$ cat config.mk
export PLATFORM = sky130hd
export DESIGN_NAME = adc_trigger_status_result
export DESIGN_NICKNAME = d
export VERILOG_FILES = /design/src/core/adc_ctl_pkg.sv /design/src/core/adc_trigger_status_result.sv
export VERILOG_INCLUDE_DIRS = /design/src /design/src/core
export SDC_FILE = /design/constraint.sdc
export NUM_CORES = 1
export LEC_CHECK = 0
export ABC_AREA = 1
export BUFFER_PORTS_ARGS = -buffer_cell sky130_fd_sc_hd__buf_2
export CORE_MARGIN = 2
export CORE_UTILIZATION = 40
export DETAILED_ROUTE_END_ITERATION = 6
export GPL_ROUTABILITY_DRIVEN = 0
export HOLD_SLACK_MARGIN = 0.1
export SKIP_LAST_GASP = 1
export SLEW_MARGIN = 20
export SYNTH_ARGS = -nofsm -noshare
export SYNTH_HDL_FRONTEND = slang
export SYNTH_SLANG_ARGS = --single-unit
$ cat constraint.sdc
create_clock -name CLK_I -period 2.3 [get_ports CLK_I]
set_input_delay 0 -clock CLK_I [delete_from_list [all_inputs] [get_ports CLK_I]]
set_output_delay 0 -clock CLK_I [all_outputs]
set_load 0.05 [all_outputs]
$ cat src/core/adc_ctl_regs.svh
`ifndef ADC_CTL_REGS_SVH
`define ADC_CTL_REGS_SVH

// register byte addresses
`define ADDR_CONV_CONTROL   32'h40050004
`define ADDR_CONV_STATUS    32'h40050008
`define ADDR_CONV_RESULT    32'h4005000C
`define ADDR_GAIN_COEF      32'h40050010
`define ADDR_OFFSET_COEF    32'h40050014
`define ADDR_IRQ_STATUS     32'h40050018
`define ADDR_IRQ_MASK       32'h4005001C

// control field positions
`define CTL_START_BIT       0
`define CTL_TRIG_LSB        1
`define CTL_TRIG_MSB        3
`define CTL_DISABLE_BIT     4
`define CTL_IRQ_EN_BIT      5
`define CTL_DMA_EN_BIT      6
`define CTL_REFBUF_OFF_BIT  7

// result field positions
`define RES_LSB             2
`define RES_MSB             13

// interrupt event bits
`define EVT_RESULT_BIT      0
`define EVT_OVERRUN_BIT     1

// reset values
`define RST_CONV_CONTROL    8'h90
`define RST_CONV_RESULT     16'h0000
`define RST_COEF            16'h0000
`define RST_IRQ_MASK        2'h0

// bus answers
`define RESP_OKAY           2'h0
`define RESP_SLVERR         2'h2

`endif

$ cat src/core/adc_ctl_pkg.sv
package adc_ctl_pkg;

   // trigger source codes in the control register
   typedef enum logic [2:0] {
      TRIG_SOFT   = 3'b000,
      TRIG_CONTINUOUS_TRIGGER   = 3'b001,
      TRIG_T0_OVF = 3'b011,
      TRIG_T1_OVF = 3'b100,
      TRIG_PIN    = 3'b101
   } trig_mode_t;

   // converter sequencing
   typedef enum logic [0:0] {
      CONV_IDLE = 1'b0,
      CONV_BUSY = 1'b1
   } conv_state_t;

endpackage : adc_ctl_pkg

$ cat src/core/adc_trigger_status_result.sv
// Behaviour
// - control bit 4 low powers converter on
// - bits 3:1 pick trigger source
// - writing start 1 in software mode converts
// - start bit stays set after conversion
// - status bit 0 flags result ready
// - reading result clears the ready flag
// - result interrupt needs the enable bit set; overrun does not
// - result sits in bits 13:2, rest zero
// - gain register holds written value
// - offset register holds written value
// - interrupt on every result while enabled
// - ready clears on read, power-down, reset
// - bit 6 enables a transfer request per result
// - coefficients never alter the result
`timescale 1ns/1ps
`include "adc_ctl_regs.svh"

module adc_trigger_status_result #(
   parameter int RES_W = 12              // converter resolution
) (
   input  wire logic             CLK_I,
   input  wire logic             RST_N_I,
   // AXI4-Lite write address
   input  wire logic [31:0]      AWADDR_I,
   input  wire logic             AWVALID_I,
   output logic                  AWREADY_O,
   // AXI4-Lite write data
   input  wire logic [31:0]      WDATA_I,
   input  wire logic [3:0]       WSTRB_I,
   input  wire logic             WVALID_I,
   output logic                  WREADY_O,
   // AXI4-Lite write response
   output logic [1:0]            BRESP_O,
   output logic                  BVALID_O,
   input  wire logic             BREADY_I,
   // AXI4-Lite read address
   input  wire logic [31:0]      ARADDR_I,
   input  wire logic             ARVALID_I,
   output logic                  ARREADY_O,
   // AXI4-Lite read data
   output logic [31:0]           RDATA_O,
   output logic [1:0]            RRESP_O,
   output logic                  RVALID_O,
   input  wire logic             RREADY_I,
   // trigger sources
   input  wire logic             TIMER0_OVF_I,
   input  wire logic             TIMER1_OVF_I,
   input  wire logic             EXT_TRIG_PIN_I,
   // analog converter core
   output logic                  CONV_POWER_DOWN_O,
   output logic                  REF_BUF_OFF_O,
   output logic                  CONV_START_O,
   input  wire logic             CONV_DONE_I,
   input  wire logic [RES_W-1:0] CONV_DATA_I,
   // system side
   output logic                  DMA_REQ_O,
   output logic                  IRQ_O
);

   // word-aligned address match
   function automatic logic hit(input logic [31:0] a,
                                input logic [31:0] base);
      hit = (a[31:2] == base[31:2]);
   endfunction : hit

   // byte-lane merge for partial writes
   function automatic logic [31:0] merge(input logic [31:0] old,
                                         input logic [31:0] nw,
                                         input logic [3:0]  strb);
      logic [31:0] m;                     // byte enables spread to bits
      m = {{8{strb[3]}}, {8{strb[2]}}, {8{strb[1]}}, {8{strb[0]}}};
      merge = (old & ~m) | (nw & m);
   endfunction : merge

   // register state
   logic [7:0]       control_r;       // control register
   logic             ready_r;         // result-ready flag
   logic [RES_W-1:0] result_r;        // last conversion value
   logic [15:0]      gain_r;          // gain coefficient
   logic [15:0]      offset_r;        // offset coefficient
   logic [1:0]       irq_stat_r;      // sticky event bits
   logic [1:0]       irq_mask_r;      // event mask

   // bus state
   logic             aw_held_r;       // address taken, data pending
   logic [31:0]      aw_addr_r;       // held write address
   logic             w_held_r;        // data taken, address pending
   logic [31:0]      w_data_r;        // held write data
   logic [3:0]       w_strb_r;        // held byte enables
   logic             bvalid_r;        // write answer pending
   logic [1:0]       bresp_r;         // write answer code
   logic             rvalid_r;        // read answer pending
   logic [1:0]       rresp_r;         // read answer code
   logic [31:0]      rdata_r;         // read answer data

   // converter sequencing state
   adc_ctl_pkg::conv_state_t conv_st_r;
   logic             pend_r;          // trigger waiting for idle
   logic             start_r;         // start strobe to converter
   logic             dma_r;           // transfer request strobe

   // pin synchroniser and edge detect
   logic             pin_s1_r;        // first stage, read by s2 only
   logic             pin_s2_r;        // second stage
   logic             pin_d_r;         // delayed for edge detect

   // write channel decoding
   wire aw_fire  = AWVALID_I & AWREADY_O;
   wire w_fire   = WVALID_I & WREADY_O;
   wire aw_have  = aw_held_r | aw_fire;
   wire w_have   = w_held_r | w_fire;
   wire wr_fire  = aw_have & w_have;
   wire [31:0] wa = aw_held_r ? aw_addr_r : AWADDR_I;
   wire [31:0] wd = w_held_r ? w_data_r : WDATA_I;
   wire [3:0]  ws = w_held_r ? w_strb_r : WSTRB_I;

   // write target selects
   wire wr_ctl   = wr_fire & hit(wa, `ADDR_CONV_CONTROL);
   wire wr_gain  = wr_fire & hit(wa, `ADDR_GAIN_COEF);
   wire wr_off   = wr_fire & hit(wa, `ADDR_OFFSET_COEF);
   wire wr_istat = wr_fire & hit(wa, `ADDR_IRQ_STATUS);
   wire wr_imask = wr_fire & hit(wa, `ADDR_IRQ_MASK);
   // read-only registers answer a write with okay and ignore it
   wire wr_ro    = hit(wa, `ADDR_CONV_STATUS)
                 | hit(wa, `ADDR_CONV_RESULT);
   wire wr_known = wr_ctl | wr_gain | wr_off | wr_istat | wr_imask
                 | (wr_fire & wr_ro);

   // merged write values
   wire [31:0] ctl_m  = merge({24'h000000, control_r}, wd, ws);
   wire [31:0] gain_m = merge({16'h0000, gain_r}, wd, ws);
   wire [31:0] off_m  = merge({16'h0000, offset_r}, wd, ws);
   wire [31:0] msk_m  = merge({30'h00000000, irq_mask_r}, wd, ws);
   // clear pattern honours byte lane 0 only
   wire [1:0]  istat_clr = (wr_istat & ws[0]) ? wd[1:0] : 2'h0;

   // read channel decoding
   wire ar_fire  = ARVALID_I & ARREADY_O;
   wire rd_ctl   = hit(ARADDR_I, `ADDR_CONV_CONTROL);
   wire rd_sta   = hit(ARADDR_I, `ADDR_CONV_STATUS);
   wire rd_res   = hit(ARADDR_I, `ADDR_CONV_RESULT);
   wire rd_gain  = hit(ARADDR_I, `ADDR_GAIN_COEF);
   wire rd_off   = hit(ARADDR_I, `ADDR_OFFSET_COEF);
   wire rd_istat = hit(ARADDR_I, `ADDR_IRQ_STATUS);
   wire rd_imask = hit(ARADDR_I, `ADDR_IRQ_MASK);
   wire rd_known = rd_ctl | rd_sta | rd_res | rd_gain | rd_off
                 | rd_istat | rd_imask;
   wire res_read = ar_fire & rd_res;

   // result word: data in 13:2, spare bits zero
   wire [15:0] res_word = {2'h0, result_r, 2'h0};

   // read data selection
   wire [31:0] rd_mux =
        rd_ctl   ? {24'h000000, control_r}
      : rd_sta   ? {31'h00000000, ready_r}
      : rd_res   ? {16'h0000, res_word}
      : rd_gain  ? {16'h0000, gain_r}
      : rd_off   ? {16'h0000, offset_r}
      : rd_istat ? {30'h00000000, irq_stat_r}
      : rd_imask ? {30'h00000000, irq_mask_r}
      : 32'h00000000;

   // control fields from the current register; ctl_nxt, the value about to take effect, feeds only the software start
   wire [7:0] ctl_nxt  = wr_ctl ? ctl_m[7:0] : control_r;
   wire conv_on        = ~control_r[`CTL_DISABLE_BIT];
   wire irq_en         = control_r[`CTL_IRQ_EN_BIT];
   wire dma_en         = control_r[`CTL_DMA_EN_BIT];
   wire [2:0] mode     = control_r[`CTL_TRIG_MSB:`CTL_TRIG_LSB];

   // software start: a one written while soft mode is chosen
   wire sw_start = wr_ctl & ws[0]
                 & ctl_nxt[`CTL_START_BIT]
                 & ~ctl_nxt[`CTL_DISABLE_BIT]
                 & (ctl_nxt[`CTL_TRIG_MSB:`CTL_TRIG_LSB]
                    == adc_ctl_pkg::TRIG_SOFT);

   // pin rising edge after synchronising
   wire pin_rise = pin_s2_r & ~pin_d_r;

   // trigger selection; other codes give nothing
   logic trig_hw;
   always_comb
   begin
      trig_hw = 1'b0;
      unique case (mode)
         adc_ctl_pkg::TRIG_CONTINUOUS_TRIGGER:   trig_hw = 1'b1;
         adc_ctl_pkg::TRIG_T0_OVF: trig_hw = TIMER0_OVF_I;
         adc_ctl_pkg::TRIG_T1_OVF: trig_hw = TIMER1_OVF_I;
         adc_ctl_pkg::TRIG_PIN:    trig_hw = pin_rise;
         default:                  trig_hw = 1'b0;
      endcase
   end

   // a hardware trigger counts only while powered on
   wire trig_req = sw_start | (trig_hw & conv_on);
   wire conv_idle = (conv_st_r == adc_ctl_pkg::CONV_IDLE);
   wire go        = conv_on & conv_idle & (pend_r | trig_req);
   // done only counts for a conversion that is running
   wire done      = CONV_DONE_I & ~conv_idle & conv_on;

   // bus handshake outputs
   assign AWREADY_O = ~aw_held_r & ~bvalid_r;
   assign WREADY_O  = ~w_held_r & ~bvalid_r;
   assign ARREADY_O = ~rvalid_r;
   assign BVALID_O  = bvalid_r;
   assign BRESP_O   = bresp_r;
   assign RVALID_O  = rvalid_r;
   assign RRESP_O   = rresp_r;
   assign RDATA_O   = rdata_r;

   // converter and system outputs
   assign CONV_POWER_DOWN_O = control_r[`CTL_DISABLE_BIT];
   assign REF_BUF_OFF_O     = control_r[`CTL_REFBUF_OFF_BIT];
   assign CONV_START_O      = start_r;
   assign DMA_REQ_O         = dma_r;
   assign IRQ_O             = |(irq_stat_r & irq_mask_r);

   // write channel: hold whichever half arrives first
   always_ff @(posedge CLK_I)
   begin
      if (!RST_N_I)
      begin
         aw_held_r <= 1'b0;
         w_held_r  <= 1'b0;
         aw_addr_r <= 32'h00000000;
         w_data_r  <= 32'h00000000;
         w_strb_r  <= 4'h0;
         bvalid_r  <= 1'b0;
         bresp_r   <= `RESP_OKAY;
      end
      else
      begin
         // a lone half waits here; both halves commit together
         aw_held_r <= aw_have & ~wr_fire;
         w_held_r  <= w_have & ~wr_fire;
         // capture is harmless on commit, the held flags drop
         if (aw_fire)
            aw_addr_r <= AWADDR_I;
         if (w_fire)
         begin
            w_data_r <= WDATA_I;
            w_strb_r <= WSTRB_I;
         end
         // answer stands until the master takes it
         if (wr_fire)
            bresp_r <= wr_known ? `RESP_OKAY : `RESP_SLVERR;
         bvalid_r <= wr_fire | (bvalid_r & ~BREADY_I);
      end
   end

   // read channel: one cycle from address to data
   always_ff @(posedge CLK_I)
   begin
      if (!RST_N_I)
      begin
         rvalid_r <= 1'b0;
         rresp_r  <= `RESP_OKAY;
         rdata_r  <= 32'h00000000;
      end
      else if (ar_fire)
      begin
         rvalid_r <= 1'b1;
         rresp_r  <= rd_known ? `RESP_OKAY : `RESP_SLVERR;
         rdata_r  <= rd_mux;
      end
      else if (rvalid_r && RREADY_I)
      begin
         rvalid_r <= 1'b0;
      end
   end

   // software-owned registers; start bit only moves by a write
   always_ff @(posedge CLK_I)
   begin
      if (!RST_N_I)
      begin
         control_r  <= `RST_CONV_CONTROL;
         gain_r     <= `RST_COEF;
         offset_r   <= `RST_COEF;
         irq_mask_r <= `RST_IRQ_MASK;
      end
      else
      begin
         if (wr_ctl) control_r <= ctl_m[7:0];
         if (wr_gain) gain_r <= gain_m[15:0];
         if (wr_off) offset_r <= off_m[15:0];
         if (wr_imask) irq_mask_r <= msk_m[1:0];
      end
   end

   // conversion sequencing; power-down aborts
   always_ff @(posedge CLK_I)
   begin
      if (!RST_N_I)
      begin
         conv_st_r <= adc_ctl_pkg::CONV_IDLE;
         pend_r    <= 1'b0;
         start_r   <= 1'b0;
      end
      else if (!conv_on)
      begin
         // triggers dropped while off; a start that powers on waits
         conv_st_r <= adc_ctl_pkg::CONV_IDLE;
         pend_r    <= sw_start;
         start_r   <= 1'b0;
      end
      else
      begin
         start_r <= go;
         unique case (conv_st_r)
            adc_ctl_pkg::CONV_IDLE:
               if (go) conv_st_r <= adc_ctl_pkg::CONV_BUSY;
            adc_ctl_pkg::CONV_BUSY:
               if (done) conv_st_r <= adc_ctl_pkg::CONV_IDLE;
         endcase
         // one trigger may queue behind a running one
         pend_r <= ~conv_idle & (pend_r | trig_req);
      end
   end

   // result, ready, sticky events, transfer request, pin stages
   always_ff @(posedge CLK_I)
   begin
      if (!RST_N_I)
      begin
         result_r   <= RES_W'(`RST_CONV_RESULT);
         ready_r    <= 1'b0;
         dma_r      <= 1'b0;
         irq_stat_r <= 2'h0;
         pin_s1_r   <= 1'b0;
         pin_s2_r   <= 1'b0;
         pin_d_r    <= 1'b0;
      end
      else
      begin
         // pin passes two stages before the edge detect reads it
         pin_s1_r <= EXT_TRIG_PIN_I;
         pin_s2_r <= pin_s1_r;
         pin_d_r  <= pin_s2_r;
         dma_r    <= done & dma_en;
         if (done)
            result_r <= CONV_DATA_I;
         // a new result beats a same-cycle read
         ready_r  <= done | (ready_r & ~res_read & conv_on);
         // every result while enabled, even if ready; set wins
         irq_stat_r[`EVT_RESULT_BIT] <=
            (done & irq_en)
            | (irq_stat_r[`EVT_RESULT_BIT]
               & ~istat_clr[`EVT_RESULT_BIT]);
         // result landed on an unread one
         irq_stat_r[`EVT_OVERRUN_BIT] <=
            (done & ready_r & ~res_read)
            | (irq_stat_r[`EVT_OVERRUN_BIT]
               & ~istat_clr[`EVT_OVERRUN_BIT]);
      end
   end

endmodule : adc_trigger_status_result

==> metrics.yaml, run 1 <==
cells_and_area:
  post_route_cells_drive_above_1_share: 0.1748
  syn2layout_area_growth_pct: 32.43
  n_fill_cell: 1618
  mostFrequentLayoutCells: "nand2_1, dfxtp_1, nor2_1, buf_2, inv_1"
  utilization: 0.5423
  final_nets: 1277
  num_antenna_cells: 0
  post-route-cell-area_um2: 8615
  seqCellArea_um2: 2683
  multiInputGateArea_um2: 3107
  layout_commonest_cell: "nand2_1"
hold_path:
  hold_end: "RDATA_O[7]"
  hold_depth: 5
  worstHoldStart: "ARVALID_I"
  hold_path_class: "input pin to flop"
setup_path:
  worstSetupEndpointType: "flop"
  cp_max_fo: 19
  startpoint_type: "flop"
  cp.required_ns: 2.65
  r2r_setup_slack_ns: 0.30
  reg2reg_depth: 14
  reg2reg_to: "pend_r"
  r2r-start: "aw_held_r"
  critPathArrivalTime_ns: 2.35
  worstSetupPathType: "flop to flop"
floorplan:
  core_um2: 15890
  die_area_um2: 17300
  rows: 46
  start_util: 0.4095
  fp.dieW_um: 131.5
  top_level_ports: 169
  die_h_um: 131.5
timing:
  hold_violations: 0
  fmax_mhz: 501.2
  setup_viol: 0
  period_minus_slack_ns: 1.995
  finalCritPeriodShare: 0.8674
  max-slew-margin-rel: 0.4820
  rsz0062_at_grt: "false"
  setup_ws_ns: 0.3049
  tightest_slew_ns: 0.7770
  drv_slew: 0
  skew_ns: 0.008032
  finalSetupTns_ns: 0
clocking:
  worstSkewPairLatency_ns: 0.42
  cts_tree: "yes"
  clk_path_buf_depth: 2
  clk_pin_slew_ns: 0.06
  cts.sinks: 134
  htreeDepth: 4
  cts_made_buffers: 17
  root_buffer: "clkbuf_16"
flow_run:
  cap_violations: 0
outcome:
  outcome: "finished clean"
synthesis:
  ys.warnings.count: 0
  synthTopCellsByArea: "dfxtp_1, nand2_1, o21ai_0"
  syn_area_um2: 6505
  async_reset_ff_frac: 0
  yosysTopAreaCell: "dfxtp_1"
  synth-main-ff-cell: "dfxtp_1"
  synth_cells: 959
  synth.top_cell.area_share: 0.4124
  syn_area_per_cell_um2: 6.783
  ys_seq_elements: 134
  yosysUniqueCellTypes: 40
  synth_seq_area_share: 0.4124
  synth-edff-count: 0
power_and_ir_drop:
  total_power_mw: 6.086
  leakage_nw: 3.735
  ir_drop_v: 0.0005694
  p_per_area_nw_per_um2: 706.5
drt:
  wl_per_cell_um: 12.59
  routed_wl_um: 17420
  drc_errors: 0
  drt_first_pass_iters: 5
  first_iter_violations: 388
  vias: 6516
  routed_via_density: 4.711
  ant_nets: 0
global_routing:
  antenna_found_initial: 0
  grt_start_max_net_pins: 86
  grt.total_usage: 0.2050
  grt.overflow.total: 0
  grt_pass1_wl_um: 28990
  grt_pass1_vias: 6051
placement:
  pre_cts_ws_ns: 0.1923
  numPortBuffers: 128
  placed_area_um2: 7293
  dp_hpwl_um: 12170
how the worst max path moves through the flow:
stage,from,endpoint,slack (ns),depth (start not counted)
2_1_floorplan,w_held_r,w_data_r[10],0.1,8
3_3_place_gp,aw_held_r,flop,0.27,10
3_5_place_dp,aw_held_r,flop,0.19,11
4_1_cts,aw_held_r,flop,0.19,11
5_1_grt,aw_held_r,irq_stat_r[1],0.05,12
6_report,aw_held_r,pend_r,0.30,14
metrics by stage:
step / cells / hold slack, ns
6_report: 1383 / 0.1176
4_1_cts: 1383 / 0.1015
2_1_floorplan: 976 / 0.09763
3_5_place_dp: 1279 / 0.1879
5_1_grt: 1383 / 0.1344
3_3_place_gp: 1279 / 0.1816
layer usage:
metal | global-route usage | vias up | routed length, um | share of wire
met5 | 0 | - | 0 | 0
met4 | 0.06039 | 0 | 209 | 0.012
met3 | 0.04360 | 19 | 868 | 0.050
met2 | 0.3296 | 174 | 7693 | 0.44
met1 | 0.2767 | 2845 | 8646 | 0.50
li1 | - | 3478 | - | -
timing repair:
action | in CTS | in global routing
endpoints found under the hold margin | 86 | 0
resized for setup | 0 | 3
hold buffers | 72 | 0
setup buffers | 0 | 0
endpoints found under the setup margin | 0 | 11
Yosys cell counts (3+ instances only):
cell,instances
a21oi_1,104
buf_2,3
buf_4,19
buf_6,3
clkbuf_1,29
dfxtp_1,134
inv_1,119
nand2_1,165
nand2_2,6
nand3_1,52
nand3b_1,3
nand4_1,21
nor2_1,129
nor2_2,3
nor2_4,3
nor3_1,12
nor4_1,4
o211ai_1,7
o21a_1,4
o21ai_0,109
or2_2,4
worst max-delay path, stage by stage (launching register included):
cell	delay, ns
dfxtp_1	0.32
buf_12	0.16
inv_8	0.08
nand3_1	0.10
nand2_1	0.16
nand3_4	0.11
nor2_4	0.16
nand3_4	0.18
nor2_1	0.18
nand2_1	0.08
nor2_2	0.10
nand2_1	0.06
nand2_1	0.08
nand2_1	0.05
nor2_1	0.12
report_power, final:
part / internal [mW] / switching [mW] / total, mW
Sequential: 2.43 / 0.0511 / 2.48
Clock: 1.75 / 0.980 / 2.73
Combinational: 0.313 / 0.558 / 0.871
Total: 4.50 / 1.59 / 6.09
area by class of cell:
class / count / share of cell area
clock inverter: 9 / 0.01452
clock buffer: 23 / 0.05432
multi-input combinational: 661 / 0.3606
timing repair buffer: 214 / 0.1717
tap: 216 / 0.03137
inverter: 126 / 0.05606
sequential: 134 / 0.3114
cell families after synthesis:
group / Yosys count / synth area share
and+or+nand+nor: 411 / 0.2802
AOI/OAI and AO/OA: 232 / 0.1858
buffers and inverters: 181 / 0.1210
DFF: 134 / 0.4124
other: 1 / 0.0005765
Power figures use the tool's default switching activity.
==> run 2, diff against run 1 <==
--- a/config.mk
+++ b/config.mk
@@ -18,3 +18,4 @@
 export SYNTH_ARGS = -nofsm -noshare
 export SYNTH_HDL_FRONTEND = slang
 export SYNTH_SLANG_ARGS = --single-unit
+export TNS_END_PERCENT = 10
==> constraint.sdc (replaced) <==
create_clock -name CLK_I -period 2.3 [get_ports CLK_I]
set_input_delay 0 -clock CLK_I [delete_from_list [all_inputs] [get_ports CLK_I]]
set_output_delay 0 -clock CLK_I [all_outputs]
set_load 0.1 [all_outputs]
==> metrics.yaml, run 2 (synthesized netlist as in run 1, its figures left out) <==
cells_and_area:
  layout_commonest_cell: "nand2_1"
  num_antenna_cells: 0
  final_nets: 1278
  mostFrequentLayoutCells: "nand2_1, dfxtp_1, buf_2, nor2_1, inv_1"
  utilization: 0.5441
  n_fill_cell: 1593
  syn2layout_area_growth_pct: 32.87
  post_route_cells_drive_above_1_share: 0.1789
setup_path:
  cp_slowest_stage_delay_ns: 0.35
  startpoint_type: "flop"
  cp_max_fo: 19
  critPathArrivalTime_ns: 2.43
  worstSetupPathType: "flop to flop"
  cp.required_ns: 2.59
  reg2reg_depth: 10
  slowest_stage: "dfxtp_1"
  cp_top_family: "simple AND/OR/NAND/NOR gates"
  r2r-start: "aw_held_r"
  worst-path-buf-inv: 1
  worstSetupEndpointType: "flop"
  crit_chain: "buf_12, nand3_1, nor2_1, nand3_1, nand2_2, nand2_1, nor2_1, nand2_1, o21ai_0, a21oi_1"
  r2r_setup_slack_ns: 0.16
power_and_ir_drop:
  p_per_area_nw_per_um2: 726.0
  leakage_nw: 3.746
  ir_drop_v: 0.0005342
drt:
  first_iter_violations: 375
  drc_errors: 0
  ant_nets: 0
  routed_wl_um: 17680
  vias: 6609
  routed_via_density: 4.775
  drt_first_pass_iters: 5
  wl_per_cell_um: 12.78
clocking:
  clk_path_buf_depth: 2
  worstSkewPairLatency_ns: 0.42
  clk_pin_slew_ns: 0.05
  root_buffer: "clkbuf_16"
  cts_tree: "yes"
  cts_made_buffers: 17
  cts_setup_buffers: 0
  htreeDepth: 4
  cts.sinks: 134
global_routing:
  antenna_found_initial: 0
  grt.total_usage: 0.2064
  grt_pass1_vias: 6101
  grt_start_max_net_pins: 86
  grt_pass1_wl_um: 29420
  grt.overflow.total: 0
outcome:
  outcome: "finished clean"
floorplan:
  fp.dieW_um: 131.5
  top_level_ports: 169
  core_um2: 15890
  rows: 46
  start_util: 0.4095
  die_area_um2: 17300
  die_h_um: 131.5
timing:
  tightest_slew_ns: 0.7916
  rsz0062_at_grt: "true"
  max-slew-margin-rel: 0.4722
  finalCritPeriodShare: 0.9289
  hold_violations: 0
  drv_slew: 0
  hold_slack_ns: 0.1585
  fmax_mhz: 468.0
  finalSetupTns_ns: 0
  period_minus_slack_ns: 2.137
  setup_viol: 0
  skew_ns: 0.01008
hold_path:
  hold_depth: 6
  hold_end: "RDATA_O[1]"
  hold_path_class: "input pin to flop"
  worstHoldStart: "ARADDR_I[2]"
flow_run:
  cap_violations: 0
placement:
  numPortBuffers: 128
  dp_hpwl_um: 12250
==> run 2: changes by cell type in the layout (fill, tap and decap cells not counted), moves of 2 or more <==
cell,change
buf_4,+3
clkbuf_8,+2
dlygate4sd3_1,-2
nand2_1,+2
nand2_2,-2
==> run 2: how the worst max path moves through the flow <==
stage / cells after the start / slack [ns] / start / end
2_1_floorplan: 6 / -0.24 / BVALID_O / w_data_r[10]
6_report: 10 / 0.16 / aw_held_r / flop
5_1_grt: 10 / -0.09 / aw_held_r / flop
3_5_place_dp: 10 / 0.18 / aw_held_r / flop
4_1_cts: 10 / 0.17 / aw_held_r / flop
3_3_place_gp: 10 / 0.28 / aw_held_r / flop
==> run 2: report_power, final <==
part	internal, mW	switching (mW)	leakage (nW)
combinational	0.313	0.687	2.36
clock	1.81	0.980	0.296
sequential	2.43	0.0519	1.09
==> run 2: what timing repair did <==
item,CTS,global route
endpoints found under the setup margin,0,11
gates resized for setup,0,0
hold buffers,70,0
hold endpoints to repair,94,0
==> run 2: layout make-up <==
| class | count | area, um^2 | share of cell area |
|---|---|---|---|
| Multi-Input combinational cell | 661 | 3109 | 0.3597 |
| Sequential cell | 134 | 2684 | 0.3105 |
| Timing Repair Buffer | 215 | 1481 | 0.1714 |
| Clock buffer | 24 | 491.7 | 0.05689 |
| Inverter | 126 | 486.7 | 0.05631 |
| Tap cell | 216 | 270.3 | 0.03127 |
| Clock inverter | 8 | 120.1 | 0.01390 |
==> run 2: worst reg2reg max path, cell delays in order (launching register included) <==
cell,delay (ns)
dfxtp_1,0.35
buf_12,0.18
nand3_1,0.09
nor2_1,0.11
nand3_1,0.10
nand2_2,0.18
nand2_1,0.11
nor2_1,0.21
nand2_1,0.33
o21ai_0,0.29
a21oi_1,0.06
==> run 2: through the flow <==
stage                     area [um^2]  cells  setup WS, ns  power [mW]
after floorplan                  6584    976       -0.2411       3.217
after global placement           7331   1282        0.2764       3.430
after detailed placement         7331   1282        0.1816       3.435
after CTS                        8643   1384        0.1690       6.322
after global routing             8643   1384      -0.08884       6.547
final                            8643   1384        0.1635       6.275
==> run 2: layer usage <==
metal	vias to the layer above	wire, um	global-route usage
met5	-	0	0
met4	0	238	0.07005
met3	18	814	0.03974
met2	164	7951	0.3319
met1	2947	8678	0.2774
li1	3480	-	-
